<file path="config.mk">
export PLATFORM = sky130hd
export DESIGN_NAME = timer_clock_prescaler
export DESIGN_NICKNAME = d
export VERILOG_FILES = /design/src/timer_clock_pkg.sv /design/src/timer_clock_prescaler.sv
export SDC_FILE = /design/constraint.sdc
export NUM_CORES = 1
export LEC_CHECK = 0
export ABC_AREA = 1
export BUFFER_PORTS_ARGS = -buffer_cell sky130_fd_sc_hd__buf_4
export CAP_MARGIN = 20
export CELL_PAD_IN_SITES_DETAIL_PLACEMENT = 0
export CELL_PAD_IN_SITES_GLOBAL_PLACEMENT = 1
export CORE_MARGIN = 1.5
export CORE_UTILIZATION = 42
export CTS_BUF_LIST = sky130_fd_sc_hd__clkbuf_2
export CTS_CLUSTER_SIZE = 24
export DETAILED_ROUTE_END_ITERATION = 10
export GPL_TIMING_DRIVEN = 1
export HOLD_SLACK_MARGIN = 0.15
export PLACE_DENSITY = 0.83
export SYNTH_ARGS = -nofsm -noshare
export SYNTH_HDL_FRONTEND = slang
export SYNTH_SLANG_ARGS = --single-unit
</file>
<file path="constraint.sdc">
create_clock -name clk -period 1.8 [get_ports clk]
set_input_delay 0 -clock clk [delete_from_list [all_inputs] [get_ports clk]]
set_output_delay 0 -clock clk [all_outputs]
set_load 0.03 [all_outputs]
</file>
<file path="src/timer_clock_pkg.sv">
// constants, register map and carriers for the timer clock and counter block
package timer_clock_pkg;
  // register byte addresses
  localparam logic [7:0] A_RUN = 8'h88;
  localparam logic [7:0] A_MODE = 8'h89;
  localparam logic [7:0] A_T0LO = 8'h8a;
  localparam logic [7:0] A_T1LO = 8'h8b;
  localparam logic [7:0] A_T0HI = 8'h8c;
  localparam logic [7:0] A_T1HI = 8'h8d;
  localparam logic [7:0] A_TIMER_CLOCK_CONTROL = 8'h8e;
  localparam logic [7:0] A_IRQEN = 8'ha8;
  localparam logic [7:0] A_T2BASE = 8'hc8;
  localparam logic [7:0] A_T3BASE = 8'hd8;
  // offsets inside a timer 2/3 window
  localparam logic [7:0] O_CTL = 8'h00;
  localparam logic [7:0] O_RLL = 8'h02;
  localparam logic [7:0] O_RLH = 8'h03;
  localparam logic [7:0] O_CNL = 8'h04;
  localparam logic [7:0] O_CNH = 8'h05;
  localparam logic [7:0] RST_BYTE = 8'h00;
  // timer_clock_control fields
  localparam int CK_PRE = 0;
  localparam int CK_T0_SEL = 2;
  localparam int CK_T23 = 4;
  // run_control_reg fields, timer 1 sits two bits above timer 0
  localparam int RC_TR0 = 4;
  localparam int RC_TF0 = 5;
  // mode_select_reg fields, timer 1 sits four bits above timer 0
  localparam int MS_STRIDE = 4;
  localparam int MS_CS = 2;
  localparam int MS_GATE = 3;
  // interrupt_enable_reg fields
  localparam int IE_T0 = 1;
  localparam int IE_T1 = 3;
  localparam int IE_T2 = 5;
  localparam int IE_T3 = 7;
  // timer 2/3 control fields
  localparam int X_SEL = 0;
  localparam int X_RUN = 2;
  localparam int X_CAP = 4;
  localparam int X_SPLIT = 5;
  localparam int X_LOF = 6;
  localparam int X_HIF = 7;
  // prescaler codes and divider terminal counts
  localparam logic [1:0] PRE_DIV12 = 2'b00;
  localparam logic [1:0] PRE_DIV4 = 2'b01;
  localparam logic [1:0] PRE_DIV48 = 2'b10;
  localparam logic [1:0] PRE_EXT8 = 2'b11;
  localparam logic [3:0] DIV12_LAST = 4'hb;
  localparam logic [1:0] DIV4_LAST = 2'h3;
  localparam logic [1:0] DIV48_LAST = 2'h3;
  localparam logic [2:0] SRC8_LAST = 3'h7;
  // alternate clock choices for timer 2/3
  localparam logic [1:0] ALT_DIV12 = 2'b00;
  localparam logic [1:0] ALT_SRC8 = 2'b01;
  localparam logic [1:0] ALT_CMP = 2'b10;
  // timer 0/1 modes
  localparam logic [1:0] M_13BIT = 2'b00;
  localparam logic [1:0] M_16BIT = 2'b01;
  localparam logic [1:0] M_RELOAD = 2'b10;
  localparam logic [1:0] M_SPLIT = 2'b11;

  typedef struct packed {
    logic [7:0] addr;
    logic [7:0] wdata;
    logic wr;
    logic rd;
  } reg_req_s;

  typedef struct packed {
    logic [1:0] cmp;
    logic rtc;
    logic ext;
    logic [1:0] gate;
    logic [1:0] event_in;
  } pins_s;
endpackage

</file>
<file path="src/timer_clock_prescaler.sv">
// clock selection, prescaling and counters for four timers
`timescale 1ns/1ps
// Notes on behaviour
// (RULE1) clock select bits 2 and 3: zero prescaled clock, one system clock
// (RULE2) clock select ignored while that timer counts external events
// (RULE3) prescale codes 00, 01, 10 divide system clock by 12, 4, 48
// (RULE4) prescale code 11 uses external clock divided by 8, synchronised first
// (RULE5) counter mode increments once per falling edge on the event pin
// (RULE6) events up to a quarter of system clock, aperiodic, are counted
// (RULE7) the source holds each event level at least two system clocks
// (RULE8) bit 4 picks timer 2 low or whole clock: alternate or system clock
// (RULE9) bit 5 picks timer 2 high byte clock, split mode only
// (RULE10) bit 6 picks timer 3 low or whole clock: alternate or system clock
// (RULE11) bit 7 picks timer 3 high byte clock, split mode only
// (RULE12) timer 2 runs from system, system/12, rtc/8 or comparator 0
// (RULE13) timer 3 runs from system, system/12, ext oscillator/8 or comparator 1
// (RULE14) timers 0 and 1 hold sixteen bits read and written as two bytes
// (RULE15) run control enables timers 0/1 and flags them; enables gate interrupts
// (RULE16) mode register selects one of four modes per timer independently
// (RULE17) modes: 13-bit, 16-bit, 8-bit reload, split pair for timer 0 only
// (RULE18) timers 2/3 run as 16-bit reload or two 8-bit reload timers
// (RULE19) timers 2/3 capture the period of rtc or comparator signal
// (RULE20) counter select one counts pin falling edges, else selected clock
// (RULE21) every timebase reaches the counters as a one-cycle enable
module timer_clock_prescaler
  import timer_clock_pkg::*;
(
  // clock and reset
  input wire logic clk,
  input wire logic resetn,
  // register port
  input wire reg_req_s req,
  output logic [7:0] rd_data,
  // asynchronous pins
  input wire pins_s pins,
  // interrupt requests, one per timer
  output logic [3:0] irq
);

  // software-owned control registers
  logic [7:0] timer_clock_control;
  logic [7:0] run_control_reg;
  logic [7:0] mode_select_reg;
  logic [7:0] ien;

  // pin synchroniser stages
  pins_s s1, s2, s3;
  logic [1:0] ev_fall;
  logic [1:0] src_rise;
  logic [1:0] src8_tick;
  logic [1:0] cmp_rise;

  // free-running system clock dividers
  logic [3:0] div12_cnt;
  logic [1:0] div4_cnt;
  logic [1:0] div48_cnt;
  logic div12_tick, div4_tick, div48_tick, pre_tick;

  // timer 0/1 flag plumbing and registered outputs
  logic t0_split;
  logic [1:0] tf_set;
  logic [3:0] next_irq;
  logic [7:0] next_rd;

  // decode a register inside a timer 2/3 window
  // used by both the write decode and the read mux, hence a function
  function automatic logic hit23(input logic [7:0] a, input int j, input logic [7:0] off);
    logic [7:0] base;
    base = (j == 0) ? A_T2BASE : A_T3BASE;
    hit23 = (a == base + off);
  endfunction

  // two-stage synchronisers; third stage only feeds edge detection
  // the pins are asynchronous, so logic reads only s2 and s3;
  // a pin that moves near an edge may cost one cycle of latency
  always_ff @(posedge clk) begin
    if (!resetn) begin
      s1 <= '0;
      s2 <= '0;
      s3 <= '0;
    end else begin
      s1 <= pins;
      s2 <= s1;
      s3 <= s2;
    end
  end

  assign ev_fall = s3.event_in & ~s2.event_in; // RULE5 RULE6
  assign src_rise = {s2.rtc & ~s3.rtc, s2.ext & ~s3.ext};
  assign cmp_rise = s2.cmp & ~s3.cmp;

  // divide synced ext and rtc by eight; inputs must stay under half clk rate
  // the divided clocks never drive a clock pin: each eighth synchronised
  // rising edge becomes a one-cycle enable instead
  for (genvar k = 0; k < 2; k++) begin : g_src8
    logic [2:0] cnt;
    always_ff @(posedge clk) begin
      if (!resetn) begin
        cnt <= '0;
      end else if (src_rise[k]) begin
        cnt <= cnt + 3'h1;
      end
    end
    assign src8_tick[k] = src_rise[k] && cnt == SRC8_LAST; // RULE4 RULE21
  end

  // system clock dividers; div48 is every fourth div12 tick
  // a new prescale choice takes effect at its next tick; the divider phase
  // is not restarted, so the first prescaled period may be short
  always_ff @(posedge clk) begin
    if (!resetn) begin
      div12_cnt <= '0;
      div4_cnt <= '0;
      div48_cnt <= '0;
    end else begin
      div4_cnt <= div4_cnt + 2'h1;
      div12_cnt <= div12_tick ? 4'h0 : div12_cnt + 4'h1;
      if (div12_tick) begin
        div48_cnt <= div48_cnt + 2'h1;
      end
    end
  end

  assign div12_tick = div12_cnt == DIV12_LAST;
  assign div4_tick = div4_cnt == DIV4_LAST;
  assign div48_tick = div12_tick && div48_cnt == DIV48_LAST;

  // shared timer 0/1 prescaled enable
  always_comb begin
    case (timer_clock_control[CK_PRE+:2]) // RULE3 RULE4
      PRE_DIV12: pre_tick = div12_tick;
      PRE_DIV4: pre_tick = div4_tick;
      PRE_DIV48: pre_tick = div48_tick;
      PRE_EXT8: pre_tick = src8_tick[0];
      default: pre_tick = div12_tick;
    endcase
  end

  assign t0_split = mode_select_reg[1:0] == M_SPLIT;

  // timers 0 and 1
  for (genvar i = 0; i < 2; i++) begin : g_t01
    logic [7:0] lo, hi;
    logic [1:0] mode;
    logic cs, gate, run, clk_tick, tick, go, go_h, ovf, ovf_h, t1_parked;
    logic [12:0] c13;
    assign mode = mode_select_reg[MS_STRIDE*i+:2]; // RULE16
    assign cs = mode_select_reg[MS_STRIDE*i+MS_CS];
    assign gate = mode_select_reg[MS_STRIDE*i+MS_GATE];
    assign t1_parked = (i == 1) && t0_split;
    assign clk_tick = timer_clock_control[CK_T0_SEL+i] ? 1'b1 : pre_tick; // RULE1
    // with timer 0 split, timer 1 is clock only and runs unless its own mode is split
    assign tick = (cs && !t1_parked) ? ev_fall[i] : clk_tick; // RULE2 RULE20 RULE21
    assign run = t1_parked ? 1'b1 : run_control_reg[RC_TR0+2*i] && (!gate || s2.gate[i]); // RULE15
    assign go = run && tick && !((i == 1) && mode == M_SPLIT);
    // split upper byte of timer 0 runs on tr1 from system or prescaled clock
    // and never from the event pin, as the split upper byte is a pure timer
    assign go_h = (i == 0) && mode == M_SPLIT && run_control_reg[RC_TR0+2] && clk_tick;
    assign c13 = {hi, lo[4:0]};
    assign ovf_h = go_h && hi == 8'hff;
    always_comb begin
      case (mode) // RULE17
        M_13BIT: ovf = go && c13 == 13'h1fff;
        M_16BIT: ovf = go && {hi, lo} == 16'hffff;
        default: ovf = go && lo == 8'hff;
      endcase
    end

    // mode 0 keeps the upper three bits of the low byte as software left them
    // count, then let a software byte write win over the count;
    // software must stop the timer to load a consistent byte pair
    always_ff @(posedge clk) begin
      if (!resetn) begin
        lo <= RST_BYTE;
        hi <= RST_BYTE;
      end else begin
        if (go) begin
          case (mode)
            M_13BIT: {hi, lo[4:0]} <= c13 + 13'h1; // RULE17
            M_16BIT: {hi, lo} <= {hi, lo} + 16'h1;
            M_RELOAD: lo <= ovf ? hi : lo + 8'h1;
            default: lo <= lo + 8'h1;
          endcase
        end
        if (go_h) begin
          hi <= hi + 8'h1;
        end
        if (req.wr && req.addr == (i == 0 ? A_T0LO : A_T1LO)) begin
          lo <= req.wdata; // RULE14
        end
        if (req.wr && req.addr == (i == 0 ? A_T0HI : A_T1HI)) begin
          hi <= req.wdata; // RULE14
        end
      end
    end
  end

  // a parked timer 1 loses its flag to the split upper byte of timer 0
  // timer 1 still counts in that case but cannot raise its own flag
  assign tf_set[0] = g_t01[0].ovf;
  assign tf_set[1] = t0_split ? g_t01[0].ovf_h : g_t01[1].ovf;

  // control registers; hardware flag set wins over a software clear
  // the low nibble of run control is plain storage for software
  always_ff @(posedge clk) begin
    if (!resetn) begin
      timer_clock_control <= RST_BYTE;
      run_control_reg <= RST_BYTE;
      mode_select_reg <= RST_BYTE;
      ien <= RST_BYTE;
    end else begin
      if (req.wr && req.addr == A_TIMER_CLOCK_CONTROL) begin
        timer_clock_control <= req.wdata;
      end
      if (req.wr && req.addr == A_MODE) begin
        mode_select_reg <= req.wdata; // RULE16
      end
      if (req.wr && req.addr == A_IRQEN) begin
        ien <= req.wdata;
      end
      if (req.wr && req.addr == A_RUN) begin
        run_control_reg <= req.wdata;
      end
      if (tf_set[0]) begin
        run_control_reg[RC_TF0] <= 1'b1; // RULE15
      end
      if (tf_set[1]) begin
        run_control_reg[RC_TF0+2] <= 1'b1; // RULE15
      end
    end
  end

  // timers 2 and 3
  for (genvar j = 0; j < 2; j++) begin : g_t23
    logic [7:0] ctl;
    logic [15:0] rl, cnt;
    logic alt_tick, lo_tick, hi_tick, cap_ev, cap_tick;
    logic run, split, cap, go_l, go_h, ovf_l, ovf_h, ovf_w;
    // timer 2 alternate source is rtc/8, timer 3 is external oscillator/8
    // codes 00 and 11 both give system/12 so no code leaves the timer idle
    always_comb begin
      case (ctl[X_SEL+:2]) // RULE12 RULE13
        ALT_DIV12: alt_tick = div12_tick;
        ALT_SRC8: alt_tick = src8_tick[1-j];
        ALT_CMP: alt_tick = cmp_rise[j];
        default: alt_tick = div12_tick;
      endcase
    end
    assign lo_tick = timer_clock_control[CK_T23+2*j] ? 1'b1 : alt_tick; // RULE8 RULE10 RULE21
    assign hi_tick = timer_clock_control[CK_T23+2*j+1] ? 1'b1 : alt_tick; // RULE9 RULE11
    assign run = ctl[X_RUN];
    assign split = ctl[X_SPLIT];
    assign cap = ctl[X_CAP];
    // capture counts system clock or system/12 between measured edges
    // the capture event clears the count so each reading is one whole period
    // measured in the chosen reference ticks
    assign cap_tick = timer_clock_control[CK_T23+2*j] ? 1'b1 : div12_tick;
    assign cap_ev = (ctl[X_SEL+:2] == ALT_CMP) ? cmp_rise[j] : src8_tick[1-j]; // RULE19
    assign go_l = run && (cap ? cap_tick : lo_tick);
    assign go_h = run && !cap && split && hi_tick;
    assign ovf_l = go_l && split && !cap && cnt[7:0] == 8'hff;
    assign ovf_h = go_h && cnt[15:8] == 8'hff;
    assign ovf_w = go_l && !split && cnt == 16'hffff;

    always_ff @(posedge clk) begin
      if (!resetn) begin
        ctl <= RST_BYTE;
        rl <= '0;
        cnt <= '0;
      end else begin
        if (cap) begin
          if (go_l) begin
            cnt <= cnt + 16'h1;
          end
          if (run && cap_ev) begin
            rl <= cnt; // RULE19
            cnt <= '0;
          end
        end else if (split) begin
          if (go_l) begin
            cnt[7:0] <= ovf_l ? rl[7:0] : cnt[7:0] + 8'h1; // RULE18
          end
          if (go_h) begin
            cnt[15:8] <= ovf_h ? rl[15:8] : cnt[15:8] + 8'h1; // RULE18
          end
        end else if (go_l) begin
          cnt <= ovf_w ? rl : cnt + 16'h1; // RULE18
        end
        if (req.wr && hit23(req.addr, j, O_CTL)) begin
          ctl <= req.wdata;
        end
        if (req.wr && hit23(req.addr, j, O_RLL)) begin
          rl[7:0] <= req.wdata;
        end
        if (req.wr && hit23(req.addr, j, O_RLH)) begin
          rl[15:8] <= req.wdata;
        end
        if (req.wr && hit23(req.addr, j, O_CNL)) begin
          cnt[7:0] <= req.wdata;
        end
        if (req.wr && hit23(req.addr, j, O_CNH)) begin
          cnt[15:8] <= req.wdata;
        end
        // flags set after the write so an event in the clear cycle survives
        if (ovf_h || ovf_w || (cap && run && cap_ev)) begin
          ctl[X_HIF] <= 1'b1;
        end
        if (ovf_l) begin
          ctl[X_LOF] <= 1'b1;
        end
      end
    end
  end

  // read mux; unmapped addresses read as zero
  // timer 2/3 windows are decoded last so they override the plain map
  always_comb begin
    next_rd = '0;
    case (req.addr)
      A_TIMER_CLOCK_CONTROL: next_rd = timer_clock_control;
      A_RUN: next_rd = run_control_reg;
      A_MODE: next_rd = mode_select_reg;
      A_IRQEN: next_rd = ien;
      A_T0LO: next_rd = g_t01[0].lo;
      A_T1LO: next_rd = g_t01[1].lo;
      A_T0HI: next_rd = g_t01[0].hi;
      A_T1HI: next_rd = g_t01[1].hi;
      default: next_rd = '0;
    endcase
    for (int j = 0; j < 2; j++) begin
      if (hit23(req.addr, j, O_CTL)) begin
        next_rd = (j == 0) ? g_t23[0].ctl : g_t23[1].ctl;
      end
      if (hit23(req.addr, j, O_RLL)) begin
        next_rd = (j == 0) ? g_t23[0].rl[7:0] : g_t23[1].rl[7:0];
      end
      if (hit23(req.addr, j, O_RLH)) begin
        next_rd = (j == 0) ? g_t23[0].rl[15:8] : g_t23[1].rl[15:8];
      end
      if (hit23(req.addr, j, O_CNL)) begin
        next_rd = (j == 0) ? g_t23[0].cnt[7:0] : g_t23[1].cnt[7:0];
      end
      if (hit23(req.addr, j, O_CNH)) begin
        next_rd = (j == 0) ? g_t23[0].cnt[15:8] : g_t23[1].cnt[15:8];
      end
    end
  end

  // read data stands only in the cycle after the strobe
  // so a stale answer never lingers on the bus between reads
  always_ff @(posedge clk) begin
    if (!resetn) begin
      rd_data <= '0;
    end else begin
      rd_data <= req.rd ? next_rd : 8'h00;
    end
  end

  // interrupt requests: flag gated by its enable
  // flags are cleared only by software; the request follows one cycle later
  assign next_irq[0] = run_control_reg[RC_TF0] && ien[IE_T0]; // RULE15
  assign next_irq[1] = run_control_reg[RC_TF0+2] && ien[IE_T1]; // RULE15
  assign next_irq[2] = |g_t23[0].ctl[X_HIF:X_LOF] && ien[IE_T2];
  assign next_irq[3] = |g_t23[1].ctl[X_HIF:X_LOF] && ien[IE_T3];

  always_ff @(posedge clk) begin
    if (!resetn) begin
      irq <= '0;
    end else begin
      irq <= next_irq;
    end
  end

endmodule

</file>
# Word-level counts from Yosys, hierarchy flattened
# Index checks and enable logic that the tools add are counted.
# word_totals
out_inout_bits	12
in_bits	28
wordCells	344
ff_bits	192
# op_classes
bitwise	9
n_eq_ne	55
add_sub_neg	18
reduce_logical	125
mux	90
# op_table
operator	count
$mux W8	40
$mux W16	16
$eq A8 B8 Y1 const B	25
$logic_and A1 B1 Y1	66
$add A16 B1 Y16 const B	4
$eq A16 B16 Y1 const B	4
$pmux W8 S8	1
$add A8 B1 Y8 const B	7
$reduce_bool A2 Y1	17
$pmux W8 S2	2
$pmux W5 S3	2
$add A13 B1 Y13 const B	2
$eq A13 B13 Y1 const B	2
$mux W1	22
$reduce_and A2 Y1	11
$eq A2 B2 Y1 const B	10
$pmux W3 S3	2
$reduce_bool A3 Y1	6
$reduce_bool A4 Y1	3
$eq A2 B1 Y1 const B	5
$logic_not A1 Y1	8
$ne A4 B1 Y1 const B	2
$ne A4 B2 Y1 const B	2
$pmux W1 S2	4
15 further kinds	34

# Depth between registers and ports, before layout
# depth
ltp_word	15
mapped_depth	16
depth_no_buf	16

# Worst setup path before layout
# Ideal clock, no wire load.
# synth_path
path_kind	register to register
start	register g_src8[0].cnt[0]
end	register g_t23[1].cnt[15]
setup_ns	0.109
required_time_ns	1.691
synth_period_minus_slack_ns	1.978
n_path_buf	0
slack_ns	-0.178
path_stages_with_launch	17
arrival_ns	1.869
cell_sequence	dfxtp_1 ha_1 ha_1 inv_1 nor2_1 nand2_1 nand3_1 o211ai_1 nand2_2 nand2_2 o21ai_0 nand2_2 nand2_1 o21ai_0 inv_1 nand2_1 inv_1
# synth_between
elab_chain_len	13
elab_cells_between_ends	25
classes_between	3 x eq/ne; 13 x mux; 9 x reduce/logical
# synth_rtl
item	line	text
start, declared	timer_clock_prescaler.sv:96	logic [2:0] cnt;
start signal, assigned	timer_clock_prescaler.sv:101	cnt <= cnt + 3'h1;
$eq A3 B3 Y1 *	timer_clock_prescaler.sv:104	assign src8_tick[k] = src_rise[k] && cnt == SRC8_LAST;
$logic_and A1 B1 Y1 *	timer_clock_prescaler.sv:104	
$pmux W1 S2	timer_clock_prescaler.sv:242	case (ctl[X_SEL+:2])
$mux W1	timer_clock_prescaler.sv:249	assign lo_tick = timer_clock_control[CK_T23+2*j] ? 1'b1 : alt_tick;
$mux W1	timer_clock_prescaler.sv:259	assign go_l = run && (cap ? cap_tick : lo_tick);
$logic_and A1 B1 Y1	timer_clock_prescaler.sv:259	
$logic_and A1 B1 Y1 (2 in series)	timer_clock_prescaler.sv:263	assign ovf_w = go_l && !split && cnt == 16'hffff;
$mux W16	timer_clock_prescaler.sv:287	cnt <= ovf_w ? rl : cnt + 16'h1;
$mux W16	timer_clock_prescaler.sv:286	end else if (go_l) begin
$mux W16	timer_clock_prescaler.sv:279	end else if (split) begin
$mux W16	timer_clock_prescaler.sv:271	if (cap) begin
$mux W8	timer_clock_prescaler.sv:301	if (req.wr && hit23(req.addr, j, O_CNH)) begin
end signal, assigned	timer_clock_prescaler.sv:273	cnt <= cnt + 16'h1;
end signal, assigned	timer_clock_prescaler.sv:287	
end signal, assigned	timer_clock_prescaler.sv:302	cnt[15:8] <= req.wdata;
end, declared	timer_clock_prescaler.sv:236	logic [15:0] rl, cnt;
# Mark *: on every way between the ends. The rest lies on a longest branch, timed or not. The select of a mux whose other input is x is not followed.
# A chain may end at the register's enable or synchronous reset.

# Final worst setup path
# layout_path
start	register g_t23[1].ctl[1]
end	register g_t23[1].cnt[15]
# layout_between
elab_chain_len	12
elab_cells_between_ends	25
classes_between	4 x eq/ne; 13 x mux; 8 x reduce/logical
# layout_rtl
item	line	text
start, declared	timer_clock_prescaler.sv:235	logic [7:0] ctl;
start signal, assigned	timer_clock_prescaler.sv:290	ctl <= req.wdata;
$eq A2 B2 Y1 / $eq A2 B1 Y1 (equally long branches)	timer_clock_prescaler.sv:242, timer_clock_prescaler.sv:258	
$pmux W1 S2	timer_clock_prescaler.sv:242	
$mux W1	timer_clock_prescaler.sv:249	
$mux W1	timer_clock_prescaler.sv:259	
$logic_and A1 B1 Y1	timer_clock_prescaler.sv:259	
$logic_and A1 B1 Y1 (2 in series)	timer_clock_prescaler.sv:263	
$mux W16	timer_clock_prescaler.sv:287	
$mux W16	timer_clock_prescaler.sv:286	
$mux W16	timer_clock_prescaler.sv:279	
$mux W16	timer_clock_prescaler.sv:271	
$mux W8	timer_clock_prescaler.sv:301	
# Several ways; a longest one is shown, not always the timed one. The select of a mux whose other input is x is not followed.

==> run summary <==
================================================================================
Status                                                              finished, violations left
Failing checks                                                      negative setup slack
Routed length on met3                                                    4270 um
Type of the worst setup path                                          reg -> reg
Routed wire per std cell                                                 18.9 um
Buffers added on ports                                                        39
Final net count                                                             2470
Maximum buffer depth of the clock tree                                         2
CTS tree                                                                   built
Slew Limit Fails                                                               0
Worst Setup SP                                                      g_t23[1].ctl[1]$_SDFFE_PN0P_
Post-layout worst setup margin                                         -0.317 ns
Number of flops mapped to enable cells by yosys                                0
Clock sink count                                                             192
Seq. cell area                                                          3900 um2
Setup repair after global routing missed its margin                         true
Peak VDD IR                                                               347 uV
Maximum clock frequency                                                  472 MHz
Number of fillers in the final layout                                       2749
Die area                                                               31300 um2
RePlAce Congestion                                                          1.01
Fraction of synthesized cell area taken by the top area cell type          30.2%
WL final                                                                53300 um
Top-count cell post-synth                                           sky130_fd_sc_hd__nand2_1
Clock-pin slew on the worst setup and hold paths                         0.34 ns
PwrDens                                                               394 nW/um2
Share of the cycle needed by the critical path after routing                118%
Clock insertion delay at the later pin of the skew report                0.90 ns
Post-synthesis register bit count                                            192
Row count                                                                     63
Lkg Pwr                                                                  7.95 nW
DRC violations left                                                            0
Count of TritonRoute iterations in the first routing pass                      6
Post-Syn Area                                                          12700 um2
CP Data Required Time                                                    2.60 ns
Worst Skew                                                             0.0597 ns
Cell depth of the worst hold path                                              5
Number of instances in the synthesized netlist                              2010
Sum Neg Setup Slack                                                    -14.75 ns
Largest area contributor in the netlist                             sky130_fd_sc_hd__dfxtp_1
Deepest level of the CTS H-tree                                                4
Highest metal used                                                          met4
Hold Violations, Final                                                         0
Area of the multi-input gates                                           8870 um2
Mean Syn Cell Area                                                      6.33 um2
End of the worst register-to-register path                          g_t23[1].cnt[15]$_SDFFE_PN0P_
Hold path startpoint                                                      resetn
Leading cell types by total area after synthesis                    sky130_fd_sc_hd__dfxtp_1 (30%), sky130_fd_sc_hd__nand2_1 (14%), sky130_fd_sc_hd__o21ai_0 (6.8%)
Arrival time reported for the critical path endpoint                     2.92 ns
Pin slew with the least headroom to its limit                            1.17 ns
Clock root cell                                                     sky130_fd_sc_hd__clkbuf_2
Final number of setup-violating endpoints                                     91
Final hold slack                                                        0.166 ns
Worst hold-check path type                                             in -> reg
Routed wl met2                                                          24200 um
Starting DRC count in detailed routing                                      1606
Width of the die                                                          177 um
Gr usage total                                                             32.8%
Top cells by instance count after synthesis                         sky130_fd_sc_hd__nand2_1 (467), sky130_fd_sc_hd__inv_1 (226), sky130_fd_sc_hd__dfxtp_1 (192)
Hold Path End                                                       g_t23[0].ctl[1]$_SDFFE_PN0P_
Share of post-route cells with drive strength above 1                      33.2%
Number of maximum-capacitance constraint violations                            0
Flop2flop setup slack                                                   -0.32 ns
Area growth from synthesis to layout                                       45.4%
Antenna-violating nets left                                                    0
Die Y                                                                     177 um
Overall overflow remaining after global route                                  0
Warning count from the yosys run                                               0
Starting Density                                                           42.8%
FF-to-FF Start                                                      g_t23[1].ctl[1]$_SDFFE_PN0P_
Total via count in the routed design                                       15.8k
Detailed placer's ending HPWL                                           35400 um
Register-to-Register Path Depth                                               12
Most frequently used flop master after synthesis                    sky130_fd_sc_hd__dfxtp_1
Vias in the first global route                                             14.5k
Kind of end point of the critical path                                      flop
Ports placed on the boundary                                                  40
Shortest clock period the worst path allows after layout                 2.12 ns
Post-synthesis net count                                                    2064
Total power of the final layout                                        0.00727 W
Initial antenna violation count                                                2
Drt via density                                                             5.59
Startpoint type of the worst setup path                                     flop
Share of synthesized area occupied by flip-flops and latches               30.2%
Cts bufs inserted                                                             17
Async set or reset register ratio after synthesis                             0%
Core ar.                                                               29700 um2
Crit-path max FO                                                               6
Registers with the most flip-flops                                  g_t23.cnt: 32 flops, g_t23.rl: 32 flops
Largest net degree at the start of global routing                             79
Remaining max-slew budget at the tightest pin                              21.6%
First-pass GRT wire length                                              79500 um
Detailed-route wire length on metal 1                                   22000 um
Netlist cell types                                                            49
================================================================================
==> cells by family (layout without fill, tap and decap cells) <==
logic type	Yosys count	in the layout	synth area share [%]
compound gates	448	448	19.2
mux	1	1	0.0787
other cells	0	2	0
fa+ha+maj	26	26	2.56
xor+xnor	58	58	4.00
flops	192	192	30.2
simple gates	943	948	33.4
buf+inv	342	756	10.5
==> what timing repair did <==
action / 4_1_cts / 5_1_grt
pin swaps: 107 / 130
hold endpoints to repair: 192 / 73
setup endpoints to repair: 94 / 117
buffers inserted: 30 / 13
gates cloned: 9 / 4
hold buffers: 77 / 14
resized for setup: 237 / 188
==> layout by cell type (no fill, tap or decap), types with 6 or more instances in the layout <==
master                          count
sky130_fd_sc_hd__nand2_1          398
sky130_fd_sc_hd__nand3_1          120
sky130_fd_sc_hd__a21oi_1          122
sky130_fd_sc_hd__inv_1            210
sky130_fd_sc_hd__buf_6             46
sky130_fd_sc_hd__ha_1              14
sky130_fd_sc_hd__inv_4              9
sky130_fd_sc_hd__nand2_4           15
sky130_fd_sc_hd__o21ai_1           42
sky130_fd_sc_hd__nor3_2             7
sky130_fd_sc_hd__a21oi_2           41
sky130_fd_sc_hd__ha_4              11
sky130_fd_sc_hd__o221ai_1          13
sky130_fd_sc_hd__dfxtp_2           36
sky130_fd_sc_hd__or2_2              7
sky130_fd_sc_hd__nand3_2           30
sky130_fd_sc_hd__inv_2             40
sky130_fd_sc_hd__nor2_1           161
sky130_fd_sc_hd__nand2_2           66
sky130_fd_sc_hd__a31oi_1           31
sky130_fd_sc_hd__dfxtp_1          153
sky130_fd_sc_hd__nor2_2            24
sky130_fd_sc_hd__xor2_1            49
sky130_fd_sc_hd__o21ai_0          125
sky130_fd_sc_hd__dlygate4sd3_1     87
sky130_fd_sc_hd__o21ai_2           32
sky130_fd_sc_hd__xnor2_1            9
sky130_fd_sc_hd__buf_12             7
sky130_fd_sc_hd__nor2_4            25
sky130_fd_sc_hd__nand3_4           17
sky130_fd_sc_hd__o211ai_1          16
sky130_fd_sc_hd__clkbuf_2          17
sky130_fd_sc_hd__nor3_1            20
sky130_fd_sc_hd__inv_6              6
sky130_fd_sc_hd__buf_4            318
sky130_fd_sc_hd__nand4_1           38
sky130_fd_sc_hd__o22ai_2            9
==> critical path, stage by stage, from the launching register on <==
cell and delay, ns:
sky130_fd_sc_hd__dfxtp_1 0.43, sky130_fd_sc_hd__ha_1 0.25, sky130_fd_sc_hd__nand3b_1 0.21, sky130_fd_sc_hd__nand3_2 0.14, sky130_fd_sc_hd__o211ai_1 0.14, sky130_fd_sc_hd__nand2_4 0.18
sky130_fd_sc_hd__nand2_4 0.10, sky130_fd_sc_hd__o21ai_4 0.08, sky130_fd_sc_hd__nand2_4 0.11, sky130_fd_sc_hd__nor2_4 0.20, sky130_fd_sc_hd__nand4_1 0.10, sky130_fd_sc_hd__nand2_1 0.07
sky130_fd_sc_hd__inv_1 0.03
==> routing by layer <==
layer	track usage, %	vias up
met5	0	-
met4	17.1	0
met3	4.53	164
met2	52.5	697
met1	42.9	7455
li1	-	7448
==> power by group <==
group	leakage, nW	internal, W	switching [W]
logic	6.23	0.000281	0.000453
registers	1.57	0.00431	0.0000277
clock network	0.140	0.000427	0.00177
==> worst max-delay path by stage <==
stage / to / cells after the start
6_report: g_t23[1].cnt[15]$_SDFFE_PN0P_ / 12
5_1_grt: g_t23[1].cnt[15]$_SDFFE_PN0P_ / 12
4_1_cts: g_t01[1].hi[6]$_SDFFE_PN0P_ / 13
3_5_place_dp: g_t01[0].hi[2]$_SDFFE_PN0P_ / 13
3_3_place_gp: g_t01[1].lo[7]$_SDFFE_PN0P_ / 13
2_1_floorplan: g_t23[0].cnt[7]$_SDFFE_PN0P_ / 11
==> final cells by class <==
| cell class | count | area share (%) |
|---|---|---|
| timing repair inverter | 2 | 0.102 |
| clock buffer | 17 | 0.460 |
| inverter | 261 | 5.45 |
| tap | 390 | 2.64 |
| clock inverter | 15 | 0.691 |
| timing repair buffer | 461 | 21.5 |
| multi-input combinational | 1481 | 48.0 |
| antenna | 2 | 0.0271 |
| sequential | 192 | 21.1 |
==> metrics by stage <==
step                      worst slack, ns  std cells  cell area (um2)  utilization (%)
after floorplan                   -0.0590       2010            12900                -
after global placement             -0.277       2648            15500             52.3
after detailed placement           -0.308       2648            15500             52.3
after CTS                          -0.221       2795            17700             59.4
after global routing               -0.442       2821            18500             62.2
final                              -0.317       2821            18500             62.2
No activity file was read; power rests on OpenSTA's default activity.
